<file path="config.mk">
export PLATFORM = sky130hd
export DESIGN_NAME = afb_frame_builder
export DESIGN_NICKNAME = d
export VERILOG_FILES = /design/src/rtl/afb_pkg.sv /design/src/rtl/afb_fifo.sv /design/src/rtl/afb_dest.sv /design/src/rtl/afb_frame_builder.sv
export SDC_FILE = /design/constraint.sdc
export NUM_CORES = 2
export LEC_CHECK = 0
export ABC_AREA = 1
export BUFFER_PORTS_ARGS = -buffer_cell sky130_fd_sc_hd__buf_4
export CAP_MARGIN = 40
export CORE_MARGIN = 10
export CORE_UTILIZATION = 23
export CTS_CLUSTER_SIZE = 28
export DETAILED_ROUTE_END_ITERATION = 10
export PLACE_DENSITY = 0.48
export SYNTH_ARGS = -nofsm -noshare
export SYNTH_HDL_FRONTEND = slang
export SYNTH_SLANG_ARGS = --single-unit
export TNS_END_PERCENT = 20
</file>
<file path="constraint.sdc">
create_clock -name ref_clk -period 5 [get_ports ref_clk]
set_clock_uncertainty 0.15 [all_clocks]
set_input_delay 0.75 -clock ref_clk [delete_from_list [all_inputs] [get_ports ref_clk]]
set_output_delay 0.75 -clock ref_clk [all_outputs]
set_load 0.02 [all_outputs]
</file>
<file path="src/rtl/afb_pkg.sv">
// constants, enumerations and carriers shared by the api output frame builder
package afb_pkg;

  // ---------------------------------------------------------------
  // register byte offsets
  // ---------------------------------------------------------------
  localparam logic [7:0] OFF_CTRL = 8'h00;
  localparam logic [7:0] OFF_DEST_HI = 8'h04;
  localparam logic [7:0] OFF_DEST_LO = 8'h08;
  localparam logic [7:0] OFF_AGG_HI = 8'h0c;
  localparam logic [7:0] OFF_AGG_LO = 8'h10;
  localparam logic [7:0] OFF_SRC_HI = 8'h14;
  localparam logic [7:0] OFF_SRC_LO = 8'h18;
  localparam logic [7:0] OFF_RX_GO = 8'h1c;
  localparam logic [7:0] OFF_CHR = 8'h20;
  localparam logic [7:0] OFF_CMD_GO = 8'h24;
  localparam logic [7:0] OFF_PAY_LEN = 8'h28;
  localparam logic [7:0] OFF_PAYLOAD = 8'h2c;
  localparam logic [7:0] OFF_STATUS = 8'h30;

  // ---------------------------------------------------------------
  // field positions and reset values
  // ---------------------------------------------------------------
  localparam int CTRL_EN_BIT = 0;
  localparam int CTRL_AGG_BIT = 1;
  localparam int CTRL_AO_LSB = 8;
  localparam logic EN_RST = 1'b0;
  localparam logic [7:0] AO_RST = 8'h00;
  localparam logic [63:0] DEST_RST = 64'h0;

  // ---------------------------------------------------------------
  // frame encoding
  // ---------------------------------------------------------------
  localparam logic [7:0] DELIM = 8'h7e;
  localparam logic [7:0] TYPE_UPD = 8'h8e;
  localparam logic [7:0] TYPE_RX = 8'h80;
  localparam logic [7:0] TYPE_CMD = 8'h88;
  localparam logic [7:0] RSVD_BYTE = 8'h00;
  localparam logic [7:0] REQ_LOCAL = 8'h08;
  localparam logic [7:0] REQ_QUEUED = 8'h09;
  localparam logic [7:0] AO_LEGACY = 8'h02;
  localparam logic [15:0] SHORT_ADDR64 = 16'hfffe;
  localparam logic [7:0] OPT_MASK = 8'h06;
  localparam logic [1:0] ST_OK = 2'h0;
  localparam logic [1:0] ST_ERR = 2'h1;
  localparam logic [1:0] ST_BADCMD = 2'h2;
  localparam logic [1:0] ST_BADPAR = 2'h3;

  // frame offsets and body lengths
  localparam logic [8:0] OFF_LEN_HI = 9'h001;
  localparam logic [8:0] OFF_LEN_LO = 9'h002;
  localparam logic [8:0] OFF_TYPE = 9'h003;
  localparam logic [8:0] OFF_RSVD = 9'h004;
  localparam logic [8:0] OFF_NEW = 9'h005;
  localparam logic [8:0] OFF_OLD = 9'h00d;
  localparam logic [8:0] OFF_RXSRC = 9'h004;
  localparam logic [8:0] OFF_RSSI = 9'h00c;
  localparam logic [8:0] OFF_OPT = 9'h00d;
  localparam logic [8:0] OFF_ID = 9'h004;
  localparam logic [8:0] OFF_CHR_HI = 9'h005;
  localparam logic [8:0] OFF_CHR_LO = 9'h006;
  localparam logic [8:0] OFF_STAT = 9'h007;
  localparam logic [8:0] HDR_UPD = 9'h015;
  localparam logic [8:0] HDR_RX = 9'h00e;
  localparam logic [8:0] HDR_CMD = 9'h008;
  localparam logic [8:0] LEN_UPD = 9'h012;
  localparam logic [8:0] LEN_RX_BASE = 9'h00b;
  localparam logic [8:0] LEN_CMD_BASE = 9'h005;

  localparam int FIFO_W = 8;
  localparam int FIFO_D = 16;

  // ---------------------------------------------------------------
  // types
  // ---------------------------------------------------------------
  typedef enum logic [1:0] {KIND_UPD, KIND_RX, KIND_CMD} afb_kind_e;
  typedef enum logic [1:0] {S_IDLE, S_SEND, S_DRAIN} afb_fsm_e;

  typedef struct packed {
    logic [63:0] new_addr;
    logic [63:0] old_addr;
  } afb_upd_s;

endpackage

</file>
<file path="src/rtl/afb_fifo.sv">
// parameterised fifo with valid/ready on both sides
`timescale 1ns/10ps
module afb_fifo #(
  parameter int W = 8,
  parameter int D = 16
) (
  input wire logic ref_clk, // clock
  input wire logic sys_rst, // sync reset, active high
  input wire logic ce, // clock enable
  input wire logic in_valid, // write request
  output logic in_ready, // space available
  input wire logic [W-1:0] in_data, // write data
  output logic out_valid, // data available
  input wire logic out_ready, // read accept
  output logic [W-1:0] out_data // head of queue
);
  localparam int AW = $clog2(D);

  typedef struct packed {
    logic [AW:0] wp;
    logic [AW:0] rp;
  } afb_fifo_s;

  afb_fifo_s q;
  afb_fifo_s d;
  logic [W-1:0] mem [D];
  logic push;

  assign in_ready = !(q.wp[AW] != q.rp[AW] && q.wp[AW-1:0] == q.rp[AW-1:0]);
  assign out_valid = q.wp != q.rp;
  assign out_data = mem[q.rp[AW-1:0]];
  assign push = in_valid && in_ready;

  always_comb begin
    d = q;
    if (push) begin
      d.wp = q.wp + 1'b1;
    end
    if (out_valid && out_ready) begin
      d.rp = q.rp + 1'b1;
    end
  end

  always_ff @(posedge ref_clk) begin
    if (sys_rst) begin
      q <= '0;
    end else if (ce) begin
      q <= d;
      if (push) begin
        mem[q.wp[AW-1:0]] <= in_data;
      end
    end
  end
endmodule

</file>
<file path="src/rtl/afb_dest.sv">
// destination address holder and aggregator update matcher
`timescale 1ns/10ps
module afb_dest (
  input wire logic ref_clk, // clock
  input wire logic sys_rst, // sync reset, active high
  input wire logic ce, // clock enable
  input wire logic agg_on, // aggregator support issued
  input wire logic [63:0] agg_addr, // address of aggregator node
  input wire logic sw_wr_hi, // software write of upper word
  input wire logic sw_wr_lo, // software write of lower word
  input wire logic [31:0] sw_data, // software write data
  input wire logic upd_valid, // incoming addressing update
  output logic upd_ready, // update taken
  input wire logic [63:0] upd_src, // node that sent the update
  input wire logic [63:0] upd_match, // address named in update
  input wire logic [63:0] upd_new, // address to adopt
  output logic [63:0] dest, // current destination address
  output logic pend, // notice frame waiting
  output afb_pkg::afb_upd_s upd, // new and old addresses
  input wire logic ack // notice frame started
);
  typedef struct packed {
    logic [63:0] dest;
    logic pend;
    afb_pkg::afb_upd_s ev;
  } afb_dest_s;

  afb_dest_s q;
  afb_dest_s d;

  assign upd_ready = !q.pend;
  assign dest = q.dest;
  assign pend = q.pend;
  assign upd = q.ev;

  always_comb begin
    d = q;
    if (sw_wr_hi) begin
      d.dest[63:32] = sw_data;
    end
    if (sw_wr_lo) begin
      d.dest[31:0] = sw_data;
    end
    if (ack) begin
      d.pend = 1'b0;
    end
    // updates not from the aggregator or not naming us are consumed silently
    if (upd_valid && !q.pend && agg_on && upd_src == agg_addr) begin
      if (q.dest == upd_match) begin
        d.dest = upd_new;
        d.pend = 1'b1;
        d.ev.new_addr = upd_new;
        d.ev.old_addr = q.dest;
      end
    end
  end

  always_ff @(posedge ref_clk) begin
    if (sys_rst) begin
      q <= '0;
      q.dest <= afb_pkg::DEST_RST;
    end else if (ce) begin
      q <= d;
    end
  end
endmodule

</file>
<file path="src/rtl/afb_frame_builder.sv">
// api output frame builder: ahb-lite registers, frame engine, byte stream out
`timescale 1ns/10ps

// How it works
// - Frame opens with delimiter, then 16-bit count of bytes from offset 3 up to the checksum.
// - Checksum is 0xff minus low byte of sum from offset 3 on.
// - Update frame carries type 0x8e and a zero reserved byte at offset 4.
// - Update frame holds new address at offset 5, old address at 13.
// - Update naming our destination replaces it and emits the notice frame.
// - Only updates from the node with aggregator support enabled count.
// - Legacy receive frame only with output option 2 and short address 0xfffe.
// - Receive frame: type 0x80, source 4, strength 12, options 13, payload 14.
// - Strength byte is the unsigned magnitude of the negative dBm level.
// - Options: bit0 reserved, bit1 broadcast, bit2 all-PAN broadcast, combinable.
// - Command response answers request types 0x08 and 0x09 only.
// - Zero frame identifier suppresses the command response.
// - Status byte: 0 ok, 1 error, 2 unknown command, 3 bad parameter.
// - Response echoes request frame identifier at offset 4.
module afb_frame_builder (
  input wire logic ref_clk, // clock, 200 MHz
  input wire logic sys_rst, // sync reset, active high
  input wire logic ce, // clock enable, freezes all state
  input wire logic hsel, // ahb select
  input wire logic [31:0] haddr, // ahb address
  input wire logic [1:0] htrans, // ahb transfer type
  input wire logic hwrite, // ahb write
  input wire logic [2:0] hsize, // ahb size
  input wire logic [31:0] hwdata, // ahb write data
  input wire logic hready, // ahb bus ready
  output logic hreadyout, // ahb slave ready
  output logic hresp, // ahb response, always okay
  output logic [31:0] hrdata, // ahb read data
  input wire logic upd_valid, // addressing update arrives
  output logic upd_ready, // addressing update taken
  input wire logic [63:0] upd_src, // node sending the update
  input wire logic [63:0] upd_match, // address named in update
  input wire logic [63:0] upd_new, // address to adopt
  output logic tx_valid, // frame byte valid
  input wire logic tx_ready, // host link takes byte
  output logic [7:0] tx_data // frame byte
);
  typedef struct packed {
    afb_pkg::afb_fsm_e st;
    afb_pkg::afb_kind_e kind;
    logic [8:0] idx;
    logic [8:0] len;
    logic [7:0] pl;
    logic [7:0] sum;
    logic tx_valid;
    logic [7:0] tx_data;
    logic [63:0] fa;
    logic [63:0] fb;
    logic [31:0] ff;
    logic en;
    logic agg_on;
    logic [7:0] ao;
    logic [63:0] agg;
    logic [63:0] src;
    logic [15:0] chr;
    logic [7:0] pay_len;
    logic sw_pend;
    afb_pkg::afb_kind_e sw_kind;
    logic [7:0] sw_type;
    logic [7:0] sw_len;
    logic [63:0] sw_a;
    logic [31:0] sw_f;
    logic wsel;
    logic [7:0] waddr;
    logic [31:0] rdata;
    logic [7:0] sent;
    logic [7:0] dropped;
  } afb_state_s;

  afb_state_s q;
  afb_state_s d;

  logic acc;
  logic stall;
  logic wfire;
  logic fifo_in_ready;
  logic fifo_out_valid;
  logic [7:0] fifo_out_data;
  logic pop;
  logic upd_ack;
  logic upd_pend;
  afb_pkg::afb_upd_s upd;
  logic [63:0] dest;
  logic last;
  logic pay;
  logic ok;
  logic [7:0] b;

  // ---------------------------------------------------------------
  // byte selection helpers
  // ---------------------------------------------------------------
  function automatic logic [7:0] byte64(input logic [63:0] a, input logic [8:0] o,
                                         input logic [8:0] base);
    logic [8:0] k;
    k = o - base;
    byte64 = a[{~k[2:0], 3'b000} +: 8];
  endfunction

  function automatic logic [8:0] hdr_end(input afb_pkg::afb_kind_e k);
    unique case (k)
      afb_pkg::KIND_UPD: hdr_end = afb_pkg::HDR_UPD;
      afb_pkg::KIND_RX: hdr_end = afb_pkg::HDR_RX;
      default: hdr_end = afb_pkg::HDR_CMD;
    endcase
  endfunction

  function automatic logic [7:0] body_byte(input afb_pkg::afb_kind_e k, input logic [8:0] o,
                                            input logic [63:0] a, input logic [63:0] bb,
                                            input logic [31:0] f);
    body_byte = 8'h00;
    unique case (k)
      afb_pkg::KIND_UPD: begin
        if (o == afb_pkg::OFF_TYPE) begin
          body_byte = afb_pkg::TYPE_UPD;
        end else if (o == afb_pkg::OFF_RSVD) begin
          body_byte = afb_pkg::RSVD_BYTE;
        end else if (o < afb_pkg::OFF_OLD) begin
          body_byte = byte64(a, o, afb_pkg::OFF_NEW);
        end else begin
          body_byte = byte64(bb, o, afb_pkg::OFF_OLD);
        end
      end
      afb_pkg::KIND_RX: begin
        if (o == afb_pkg::OFF_TYPE) begin
          body_byte = afb_pkg::TYPE_RX;
        end else if (o < afb_pkg::OFF_RSSI) begin
          body_byte = byte64(a, o, afb_pkg::OFF_RXSRC);
        end else if (o == afb_pkg::OFF_RSSI) begin
          body_byte = f[31:24];
        end else begin
          body_byte = f[23:16];
        end
      end
      default: begin
        if (o == afb_pkg::OFF_TYPE) begin
          body_byte = afb_pkg::TYPE_CMD;
        end else if (o == afb_pkg::OFF_ID) begin
          body_byte = f[31:24];
        end else if (o == afb_pkg::OFF_CHR_HI) begin
          body_byte = f[23:16];
        end else if (o == afb_pkg::OFF_CHR_LO) begin
          body_byte = f[15:8];
        end else begin
          body_byte = f[7:0];
        end
      end
    endcase
  endfunction

  // ---------------------------------------------------------------
  // payload fifo and destination address
  // ---------------------------------------------------------------
  afb_fifo #(
    .W(afb_pkg::FIFO_W),
    .D(afb_pkg::FIFO_D)
  ) u_fifo (
    .ref_clk(ref_clk),
    .sys_rst(sys_rst),
    .ce(ce),
    .in_valid(q.wsel && q.waddr == afb_pkg::OFF_PAYLOAD),
    .in_ready(fifo_in_ready),
    .in_data(hwdata[7:0]),
    .out_valid(fifo_out_valid),
    .out_ready(pop),
    .out_data(fifo_out_data)
  );

  afb_dest u_dest (
    .ref_clk(ref_clk),
    .sys_rst(sys_rst),
    .ce(ce),
    .agg_on(q.agg_on),
    .agg_addr(q.agg),
    .sw_wr_hi(wfire && q.waddr == afb_pkg::OFF_DEST_HI),
    .sw_wr_lo(wfire && q.waddr == afb_pkg::OFF_DEST_LO),
    .sw_data(hwdata),
    .upd_valid(upd_valid),
    .upd_ready(upd_ready),
    .upd_src(upd_src),
    .upd_match(upd_match),
    .upd_new(upd_new),
    .dest(dest),
    .pend(upd_pend),
    .upd(upd),
    .ack(upd_ack)
  );

  // ---------------------------------------------------------------
  // bus handshake
  // ---------------------------------------------------------------
  // a payload write stalls the bus while the fifo is full
  assign stall = q.wsel && q.waddr == afb_pkg::OFF_PAYLOAD && !fifo_in_ready;
  assign acc = hsel && htrans[1] && hready && hsize == 3'h2;
  assign wfire = q.wsel && !stall;
  assign hreadyout = !stall;
  assign hresp = 1'b0;
  assign hrdata = q.rdata;
  assign tx_valid = q.tx_valid;
  assign tx_data = q.tx_data;

  always_comb begin
    d = q;
    pop = 1'b0;
    upd_ack = 1'b0;
    last = 1'b0;
    pay = 1'b0;
    ok = 1'b0;
    b = 8'h00;

    // -------------------------------------------------------------
    // register access
    // -------------------------------------------------------------
    d.wsel = stall || (acc && hwrite);
    if (!stall) begin
      d.waddr = haddr[7:0];
    end
    if (acc && !hwrite) begin
      case (haddr[7:0])
        afb_pkg::OFF_CTRL: d.rdata = {16'h0, q.ao, 6'h0, q.agg_on, q.en};
        afb_pkg::OFF_DEST_HI: d.rdata = dest[63:32];
        afb_pkg::OFF_DEST_LO: d.rdata = dest[31:0];
        afb_pkg::OFF_AGG_HI: d.rdata = q.agg[63:32];
        afb_pkg::OFF_AGG_LO: d.rdata = q.agg[31:0];
        afb_pkg::OFF_SRC_HI: d.rdata = q.src[63:32];
        afb_pkg::OFF_SRC_LO: d.rdata = q.src[31:0];
        afb_pkg::OFF_CHR: d.rdata = {16'h0, q.chr};
        afb_pkg::OFF_PAY_LEN: d.rdata = {24'h0, q.pay_len};
        afb_pkg::OFF_STATUS: d.rdata = {8'h0, q.dropped, q.sent, 4'h0, !fifo_out_valid,
                                        upd_pend, q.sw_pend, q.st != afb_pkg::S_IDLE};
        default: d.rdata = 32'h0;
      endcase
    end
    if (wfire) begin
      case (q.waddr)
        afb_pkg::OFF_CTRL: begin
          d.en = hwdata[afb_pkg::CTRL_EN_BIT];
          d.agg_on = hwdata[afb_pkg::CTRL_AGG_BIT];
          d.ao = hwdata[afb_pkg::CTRL_AO_LSB +: 8];
        end
        afb_pkg::OFF_AGG_HI: d.agg[63:32] = hwdata;
        afb_pkg::OFF_AGG_LO: d.agg[31:0] = hwdata;
        afb_pkg::OFF_SRC_HI: d.src[63:32] = hwdata;
        afb_pkg::OFF_SRC_LO: d.src[31:0] = hwdata;
        afb_pkg::OFF_CHR: d.chr = hwdata[15:0];
        afb_pkg::OFF_PAY_LEN: d.pay_len = hwdata[7:0];
        afb_pkg::OFF_RX_GO: begin
          if (!q.sw_pend) begin
            d.sw_pend = 1'b1;
            d.sw_kind = afb_pkg::KIND_RX;
            d.sw_a = q.src;
            d.sw_len = q.pay_len;
            d.sw_f[31:24] = 8'h00 - hwdata[7:0];
            d.sw_f[23:16] = hwdata[15:8] & afb_pkg::OPT_MASK;
            d.sw_f[15:0] = hwdata[31:16];
          end
        end
        afb_pkg::OFF_CMD_GO: begin
          if (!q.sw_pend) begin
            d.sw_pend = 1'b1;
            d.sw_kind = afb_pkg::KIND_CMD;
            d.sw_type = hwdata[15:8];
            d.sw_len = q.pay_len;
            d.sw_f = {hwdata[7:0], q.chr, 6'h0, hwdata[17:16]};
          end
        end
        default: d.rdata = q.rdata;
      endcase
    end

    // -------------------------------------------------------------
    // frame engine
    // -------------------------------------------------------------
    if (tx_ready) begin
      d.tx_valid = 1'b0;
    end
    unique case (q.st)
      afb_pkg::S_IDLE: begin
        d.idx = 9'h000;
        d.sum = 8'h00;
        if (q.en && upd_pend) begin
          upd_ack = 1'b1;
          d.kind = afb_pkg::KIND_UPD;
          d.fa = upd.new_addr;
          d.fb = upd.old_addr;
          d.len = afb_pkg::LEN_UPD;
          d.pl = 8'h00;
          d.st = afb_pkg::S_SEND;
        end else if (q.en && q.sw_pend) begin
          d.sw_pend = 1'b0;
          d.kind = q.sw_kind;
          d.fa = q.sw_a;
          d.ff = q.sw_f;
          d.pl = q.sw_len;
          if (q.sw_kind == afb_pkg::KIND_RX) begin
            d.len = afb_pkg::LEN_RX_BASE + {1'b0, q.sw_len};
            ok = q.ao == afb_pkg::AO_LEGACY && q.sw_f[15:0] == afb_pkg::SHORT_ADDR64;
          end else begin
            d.len = afb_pkg::LEN_CMD_BASE + {1'b0, q.sw_len};
            ok = q.sw_f[31:24] != 8'h00 &&
                 (q.sw_type == afb_pkg::REQ_LOCAL || q.sw_type == afb_pkg::REQ_QUEUED);
          end
          // refused frames still consume their payload bytes
          d.st = ok ? afb_pkg::S_SEND : afb_pkg::S_DRAIN;
        end
      end
      afb_pkg::S_SEND: begin
        if (!q.tx_valid || tx_ready) begin
          last = q.idx == q.len + afb_pkg::OFF_TYPE;
          pay = q.idx >= hdr_end(q.kind) && !last;
          if (q.idx == 9'h000) begin
            b = afb_pkg::DELIM;
          end else if (q.idx == afb_pkg::OFF_LEN_HI) begin
            b = {7'h00, q.len[8]};
          end else if (q.idx == afb_pkg::OFF_LEN_LO) begin
            b = q.len[7:0];
          end else if (last) begin
            b = ~q.sum;
          end else if (pay) begin
            b = fifo_out_data;
          end else begin
            b = body_byte(q.kind, q.idx, q.fa, q.fb, q.ff);
          end
          if (!pay || fifo_out_valid) begin
            pop = pay;
            d.tx_valid = 1'b1;
            d.tx_data = b;
            d.idx = q.idx + 1'b1;
            if (q.idx >= afb_pkg::OFF_TYPE) begin
              d.sum = q.sum + b;
            end
            if (last) begin
              d.st = afb_pkg::S_IDLE;
              d.sent = q.sent + 1'b1;
            end
          end
        end
      end
      afb_pkg::S_DRAIN: begin
        if (q.idx == {1'b0, q.pl}) begin
          d.st = afb_pkg::S_IDLE;
          d.dropped = q.dropped + 1'b1;
        end else if (fifo_out_valid) begin
          pop = 1'b1;
          d.idx = q.idx + 1'b1;
        end
      end
      default: d.st = afb_pkg::S_IDLE;
    endcase
  end

  always_ff @(posedge ref_clk) begin
    if (sys_rst) begin
      q <= '0;
      q.en <= afb_pkg::EN_RST;
      q.ao <= afb_pkg::AO_RST;
    end else if (ce) begin
      q <= d;
    end
  end
endmodule

</file>
; Word-level counts from Yosys, hierarchy flattened
; Memory sizes are Yosys's and may differ from the RTL's. A register that Yosys moved wholly into a read port is not among the register bits.
; Cells that the tools add are included.
[word_totals]
ff_bits = 744
ram_bits = 128
inputBits = 269
out_inout_bits = 44
word_cells = 272
n_memories = 1
[classes]
n_addsub = 13
magnitude_cmp = 4
n_eq_ne = 54
shifts = 3
n_mux = 84
bitwise_logic = 7
n_reduce_logical = 69
[mem_list]
columns = name, depth, width, read_ports, rd_ports_with_merged_regs, write_ports, line
row1 = u_fifo.mem, 16, 8, 1, 1, 1, afb_fifo.sv:26  ; logic [W-1:0] mem [D];
[op_table]
columns = op, count
row1 = $mux W193, 2
row2 = $pmux W32 S10, 1
row3 = $mux W32, 6
row4 = $mux W64, 3
row5 = $shiftx A64 B7 Y8, 3
row6 = $mux W8, 19
row7 = $eq A64 B64 Y1, 2
row8 = $mux W115, 1
row9 = $mux W104, 1
row10 = $mux W9, 8
row11 = $mux W17, 4
row12 = $pmux W32 S2, 1
row13 = $eq A8 B5 Y1 const B, 7
row14 = $eq A8 B6 Y1 const B, 7
row15 = $eq A8 B4 Y1 const B, 6
row16 = $pmux W8 S2, 3
row17 = $reduce_and A3 Y1, 11
row18 = $eq A9 B3 Y1 const B, 3
row19 = $pmux W9 S3, 1
row20 = $logic_and A1 B1 Y1, 21
row21 = $ne A2 B2 Y1 const B, 10
row22 = $mux W1, 19
row23 = $eq A9 B2 Y1 const B, 2
row24 = $lt A9 B4 Y1 const B, 2
row25 = 48 further kinds, 91

; Logic depth before layout (Yosys ltp)
[logic_depth]
word_depth = 19
mapped_depth = 33
depth_no_buf = 33

; Modules after synthesis
; From an unflattened synthesis, not the netlist that was laid out.
[hier_totals]
cells_unflattened = 5867
hier_area_um2 = 42475.7
[by_module_without_submodules]
columns = mod, instances, cells_per_inst, area_each_um2
row1 = afb_frame_builder, 1, 3654, 25753.4
row2 = afb_dest, 1, 1701, 10751.6
row3 = afb_fifo, 1, 512, 5970.7

; Worst setup path before layout
; OpenSTA, ideal clock, no wires.
[synth_path]
path_kind = reg2reg
startpoint = register q[528] (netlist bit)
endpoint = register q[509] (netlist bit)
setup_time_ps = 86
arrival_ps = 4156
required_time_ps = 4764
setup_slack_ps = 608
stages_incl_launch_ff = 29
path_buffers = 4
period_less_slack_ps = 4392
cell_sequence = dfxtp_1 > clkinv_1 > clkbuf_1 > buf_1 > ha_1 > clkbuf_1 > inv_1 > clkbuf_1 > nand3_1 > nand3_1 > nand3_1 > nand3_1 > nand2_1 > nand2_1 > nand2_1 > nand2_1 > nand2_1 > inv_1 > ha_1 > inv_1 > fa_1 > nand3b_1 > and2_1 > inv_1 > a21oi_1 > o21ai_0 > xor2_1 > a21oi_1 > a211oi_1
[synth_via]
elab_chain_cells = 19
elab_cells_between_ends = 52
classes_between = add/sub: 4 / order compare: 4 / eq/ne: 10 / shift: 3 / mux: 22 / bitwise: 3 / reduce/logical: 6
[synth_rtl]
columns = item, line
row1 = "start, declared", afb_frame_builder.sv:74  ; afb_state_s q;
row2 = $sub A3 B3 Y3, afb_frame_builder.sv:99  ; k = o - base;
row3 = $not A3 Y3, afb_frame_builder.sv:100  ; byte64 = a[{~k[2:0], 3'b000} +: 8];
row4 = $shiftx A64 B7 Y8, afb_frame_builder.sv:100
row5 = $mux W8, afb_frame_builder.sv:121  ; end else if (o < afb_pkg::OFF_OLD) begin
row6 = $mux W8, afb_frame_builder.sv:119  ; end else if (o == afb_pkg::OFF_RSVD) begin
row7 = $mux W8, afb_frame_builder.sv:117  ; if (o == afb_pkg::OFF_TYPE) begin
row8 = $pmux W8 S2, afb_frame_builder.sv:115  ; unique case (k)
row9 = $mux W8, afb_frame_builder.sv:322  ; end else if (pay) begin
row10 = (+3 left out), --
row11 = $mux W8, afb_frame_builder.sv:314  ; if (q.idx == 9'h000) begin
row12 = $mux W8, afb_frame_builder.sv:311  ; if (!q.tx_valid || tx_ready) begin
row13 = $mux W8, afb_frame_builder.sv:280  ; unique case (q.st)
row14 = $add A8 B8 Y8, afb_frame_builder.sv:333  ; d.sum = q.sum + b;
row15 = $mux W8, afb_frame_builder.sv:332  ; if (q.idx >= afb_pkg::OFF_TYPE) begin
row16 = $mux W17, afb_frame_builder.sv:327  ; if (!pay || fifo_out_valid) begin
row17 = $mux W17, afb_frame_builder.sv:311
row18 = $pmux W8 S2, afb_frame_builder.sv:280
; Parallel ways exist; a longest one is shown, timed or not. The select of a mux whose other input is x is not followed.
; A chain may end at the register's enable or synchronous reset.

; Worst setup path in the final report
[layout_path]
startpoint = register q[535] (netlist bit)
endpoint = register q[509] (netlist bit)
[layout_via]
elab_chain_cells = 18
elab_cells_between_ends = 43
classes_between = add/sub: 1 / order compare: 4 / eq/ne: 10 / mux: 22 / reduce/logical: 6
[layout_rtl]
columns = item
row1 = "parallel branches: the longest is 18 deep, another holds $lt A9 B4 Y1"
; Parallel ways; which one is timed is not known. The select of a mux whose other input is x is not followed.

==> results.txt <==
* Clock slew at the register clock pins of the worst setup and hold paths: 60 ps
* Slowest cell on the critical path: sky130_fd_sc_hd__fa_1
* Number of global-route vias before repair: between 30,000 and 40,000
- Global-route wire length before repair: 295 mm
- Syn Nets: 6,030
* Growth of design area from synthesis to finish: 20.1%
- The flow ran to the end, and the final reports show no timing, DRC or antenna violations.
- IO Port Bufs: 286
- Overall Global Routing Usage: ~20%
- In this design, the stage delay of the slowest critical-path cell is 430 ps.
- In this run, synthesis inferred 128 flip-flops with an integrated enable.
* Count of final max-slew check failures: 0
- For this run, the post-layout net count is 6,159.
- After synthesis, flip-flops and latches occupy 44.9% of the total area.
- After synthesis, the share of flip-flops with an asynchronous set or reset is 0%.
- TritonCTS clock tree: built
* Min Tclk post-route: 4520 ps
* Most area-hungry cell type in the Yosys netlist: sky130_fd_sc_hd__dfxtp_1
- At the pin with the least slew margin, the transition time is 1250 ps.
* Detail Route Antenna Nets: 0
- Vertical die dimension: 447 µm
- IR analysis of the VDD net gives a maximum drop of 0.264 mV.
- The final critical path takes up 90.5% of the cycle.
* Fill cells: 19,900
- Root buffer selected by CTS: sky130_fd_sc_hd__clkbuf_16
- Die area: 200,000 µm²
- Start-to-end type of the worst setup path: register to register
- The most common cell in the synthesized netlist is sky130_fd_sc_hd__nand2_1.
- Cell seen most often among critical-path stages: sky130_fd_sc_hd__nand2_1
- Synthesis-stage register bit count: 875
- Num ports: 313
* Number of antenna violations at the first check in global routing: 8
* FF+latch area: ~19,000 µm²
- In this run the static leakage power is 0.0195 µW.
- Entering global routing, the biggest net connects 198 pins.
- After detailed routing, the number of remaining DRC violations is 0.
* Worst rel slew slack: 16.8%
- Largest delay contributor family on the critical path: simple AND/OR/NAND/NOR gates
- Synthesis instantiated between 60 and 70 different standard cells from the library.
- The first routing iteration left around 4,700 violations.
* Via density per instance: around 5
* Maximum achievable frequency: 221 MHz
* Largest buffer count on any clock path: 3
- The routed design has between 200 and 250 mm of wire.
- Combined buffer and inverter count along the critical path: 4
- The Yosys step of the flow raised 0 warnings.
- Number of instances in the synthesized netlist: 5,726
* Multi-input logic area: 19,500 µm²
* Post-detailed-route wirelength per cell: 25.5 µm
- STA classifies the critical path startpoint as a register.
- Proportion of layout cells with a drive suffix above 1: 11.6%
- Die width: 447 µm
- Mean area per synthesized cell: 7.31 µm²
* CTS-repair resized insts: 0
- For this run, the leading register cell type out of synthesis is sky130_fd_sc_hd__dfxtp_1.
- CP Capture Type: register
- Sorting the synthesized cells by how often they occur yields sky130_fd_sc_hd__nand2_1 (1,030), sky130_fd_sc_hd__dfxtp_1 (747), sky130_fd_sc_hd__nor2_1 (651).
- The mapped netlist covers about 42,000 µm².
- STA puts the critical path data required time at 5490 ps.
* Proportion of netlist area held by the largest area contributor: a little over a third
- Final count of hold timing violations: 0
- In this run the worst path has a maximum fanout of 27.
- Vias post-DR: between 40,000 and 50,000
- The initial utilization of the core area, before any placement, comes to 23.1%.
- Area of the placeable core: 181,000 µm²
- In this run the worst hold path is classified as input port to register.
* Placement Rows: around 160
* Skew-Pair Late Insertion Delay: 750 ps
- Across the run, the number of max-cap violations was 0.
* H-Tree Level Count: 3
- Half-perimeter wire length after detailed placement: 160 mm
* Post-layout power: 16,500 µW
* Unrepaired setup endpoints after global routing: no
- Data arrives at the worst endpoint at 5010 ps.
- Number of clock sinks: 875
- Setup violations remaining at the end of the flow were counted as 0.
- Summed over all layers, the global routing overflow is 0.
- Power density cells: 328 nW/µm²
- After clock tree synthesis, the flow added hold-fix buffers numbering 0.
- For the final routed database, the setup TNS stands at 0 ps.
- Global placement routability congestion: 0.995
- Dominant cells by area after synthesis: sky130_fd_sc_hd__dfxtp_1 (36%), sky130_fd_sc_hd__nand2_1 (9.2%), sky130_fd_sc_hd__edfxtp_1 (9.2%)
- Setup Fix Bufs, Post-CTS: 0
- The first TritonRoute pass finished after 7 iterations.
* Number of CTS-inserted buffers: 97
==> sequential cells by signal, indices dropped and copies added (netlist names), named ones only <==
name / flops
hrdata: 32
u_fifo.q: 10
u_fifo.mem: 128
u_dest.pend: 1
q: 499
tx_valid: 1
u_dest.upd: 128
u_dest.dest: 64
tx_data: 8
==> where the power goes <==
part	leakage, µW	switching, µW	total (µW)	internal [µW]
Combinational	0.0106	965	1390	426
Clock	0.00170	3270	7900	4630
Sequential	0.00717	24.2	7180	7150
Total	0.0195	4260	16500	12200
==> layer usage <==
layer	wire [µm]	vias to the layer above	GRT usage (%)
met4	14300	4	11.4
met2	93600	1876	31.9
met1	88200	20200	26.3
met5	26	-	0
met3	15800	431	3.44
li1	-	19500	-
==> cell usage in the layout (no fill, tap or decap), types with 6 or more instances in the layout <==
cell type and n:
sky130_fd_sc_hd__nor3_1 55, sky130_fd_sc_hd__xnor2_1 23, sky130_fd_sc_hd__nand3_1 396, sky130_fd_sc_hd__clkinv_1 7, sky130_fd_sc_hd__inv_2 10, sky130_fd_sc_hd__o221ai_1 8, sky130_fd_sc_hd__bufinv_16 14, sky130_fd_sc_hd__clkbuf_8 20
sky130_fd_sc_hd__clkbuf_1 9, sky130_fd_sc_hd__clkinvlp_4 8, sky130_fd_sc_hd__ha_1 33, sky130_fd_sc_hd__nand3b_1 10, sky130_fd_sc_hd__xor2_1 95, sky130_fd_sc_hd__dfxtp_1 745, sky130_fd_sc_hd__nand2_2 7, sky130_fd_sc_hd__a31oi_1 73
sky130_fd_sc_hd__inv_1 466, sky130_fd_sc_hd__nor4_1 38, sky130_fd_sc_hd__buf_16 9, sky130_fd_sc_hd__nor2_1 647, sky130_fd_sc_hd__nor3b_1 8, sky130_fd_sc_hd__buf_12 15, sky130_fd_sc_hd__or2_2 21, sky130_fd_sc_hd__o21ai_1 6
sky130_fd_sc_hd__clkinv_2 23, sky130_fd_sc_hd__o2111ai_1 13, sky130_fd_sc_hd__buf_4 406, sky130_fd_sc_hd__a21oi_1 566, sky130_fd_sc_hd__clkbuf_16 98, sky130_fd_sc_hd__a31o_2 13, sky130_fd_sc_hd__nor2_4 7, sky130_fd_sc_hd__o211ai_1 21
sky130_fd_sc_hd__o22ai_1 72, sky130_fd_sc_hd__nand4_1 129, sky130_fd_sc_hd__o21ai_0 583, sky130_fd_sc_hd__a211oi_1 21, sky130_fd_sc_hd__edfxtp_1 128, sky130_fd_sc_hd__a221oi_1 35, sky130_fd_sc_hd__nand2_1 1026
==> kinds of logic after synthesis <==
| family | synth area share (%) |
|---|---|
| AND/OR/NAND/NOR | 24.3 |
| AO/OA/AOI/OAI | 18.6 |
| buffers and inverters | 8.67 |
| flip-flops | 44.9 |
| XOR/XNOR | 2.47 |
| adder cells (fa/ha/maj) | 1.08 |
| other | 0.00896 |
==> per-stage QoR <==
step	instance area (µm²)	std cells	setup slack (ps)	hold slack (ps)	utilization, %
floorplan	41900	5726	608	273	-
global placement	46400	8105	388	284	25.6
detailed placement	46800	8126	407	291	25.9
CTS	50300	8303	378	82.8	27.8
global route	50300	8305	50.0	109	27.8
finish	50300	8308	477	118	27.8
==> worst paths after layout <==
kind / endpoint / slack (ps) / cells past startpoint / start
min reg2reg: q[450] / 300 / 2 / q[109]
min: q[50] / 120 / 3 / haddr[2]
max reg2reg: q[509] / 480 / 28 / q[535]
max: q[509] / 480 / 28 / q[535]
==> worst reg2reg max path: cells and delay by family, from the launching register on <==
| family | cells | cell delay [ps] |
|---|---|---|
| compound gates | 4 | 500 |
| buf+inv | 4 | 520 |
| flops | 1 | 380 |
| simple gates | 17 | 2120 |
| fa+ha+maj | 2 | 600 |
| xor+xnor | 1 | 170 |
==> final cells by class <==
class / count / share of cell area, %
diodes: 5 / 0.0249
clock buffers: 127 / 5.49
clock inverters: 50 / 1.43
inverters: 487 / 3.66
multi-input cells: 3959 / 38.8
flip-flops and latches: 875 / 37.4
well taps: 2370 / 5.90
repair buffers: 435 / 7.26
(Power assumes the default switching activity.)
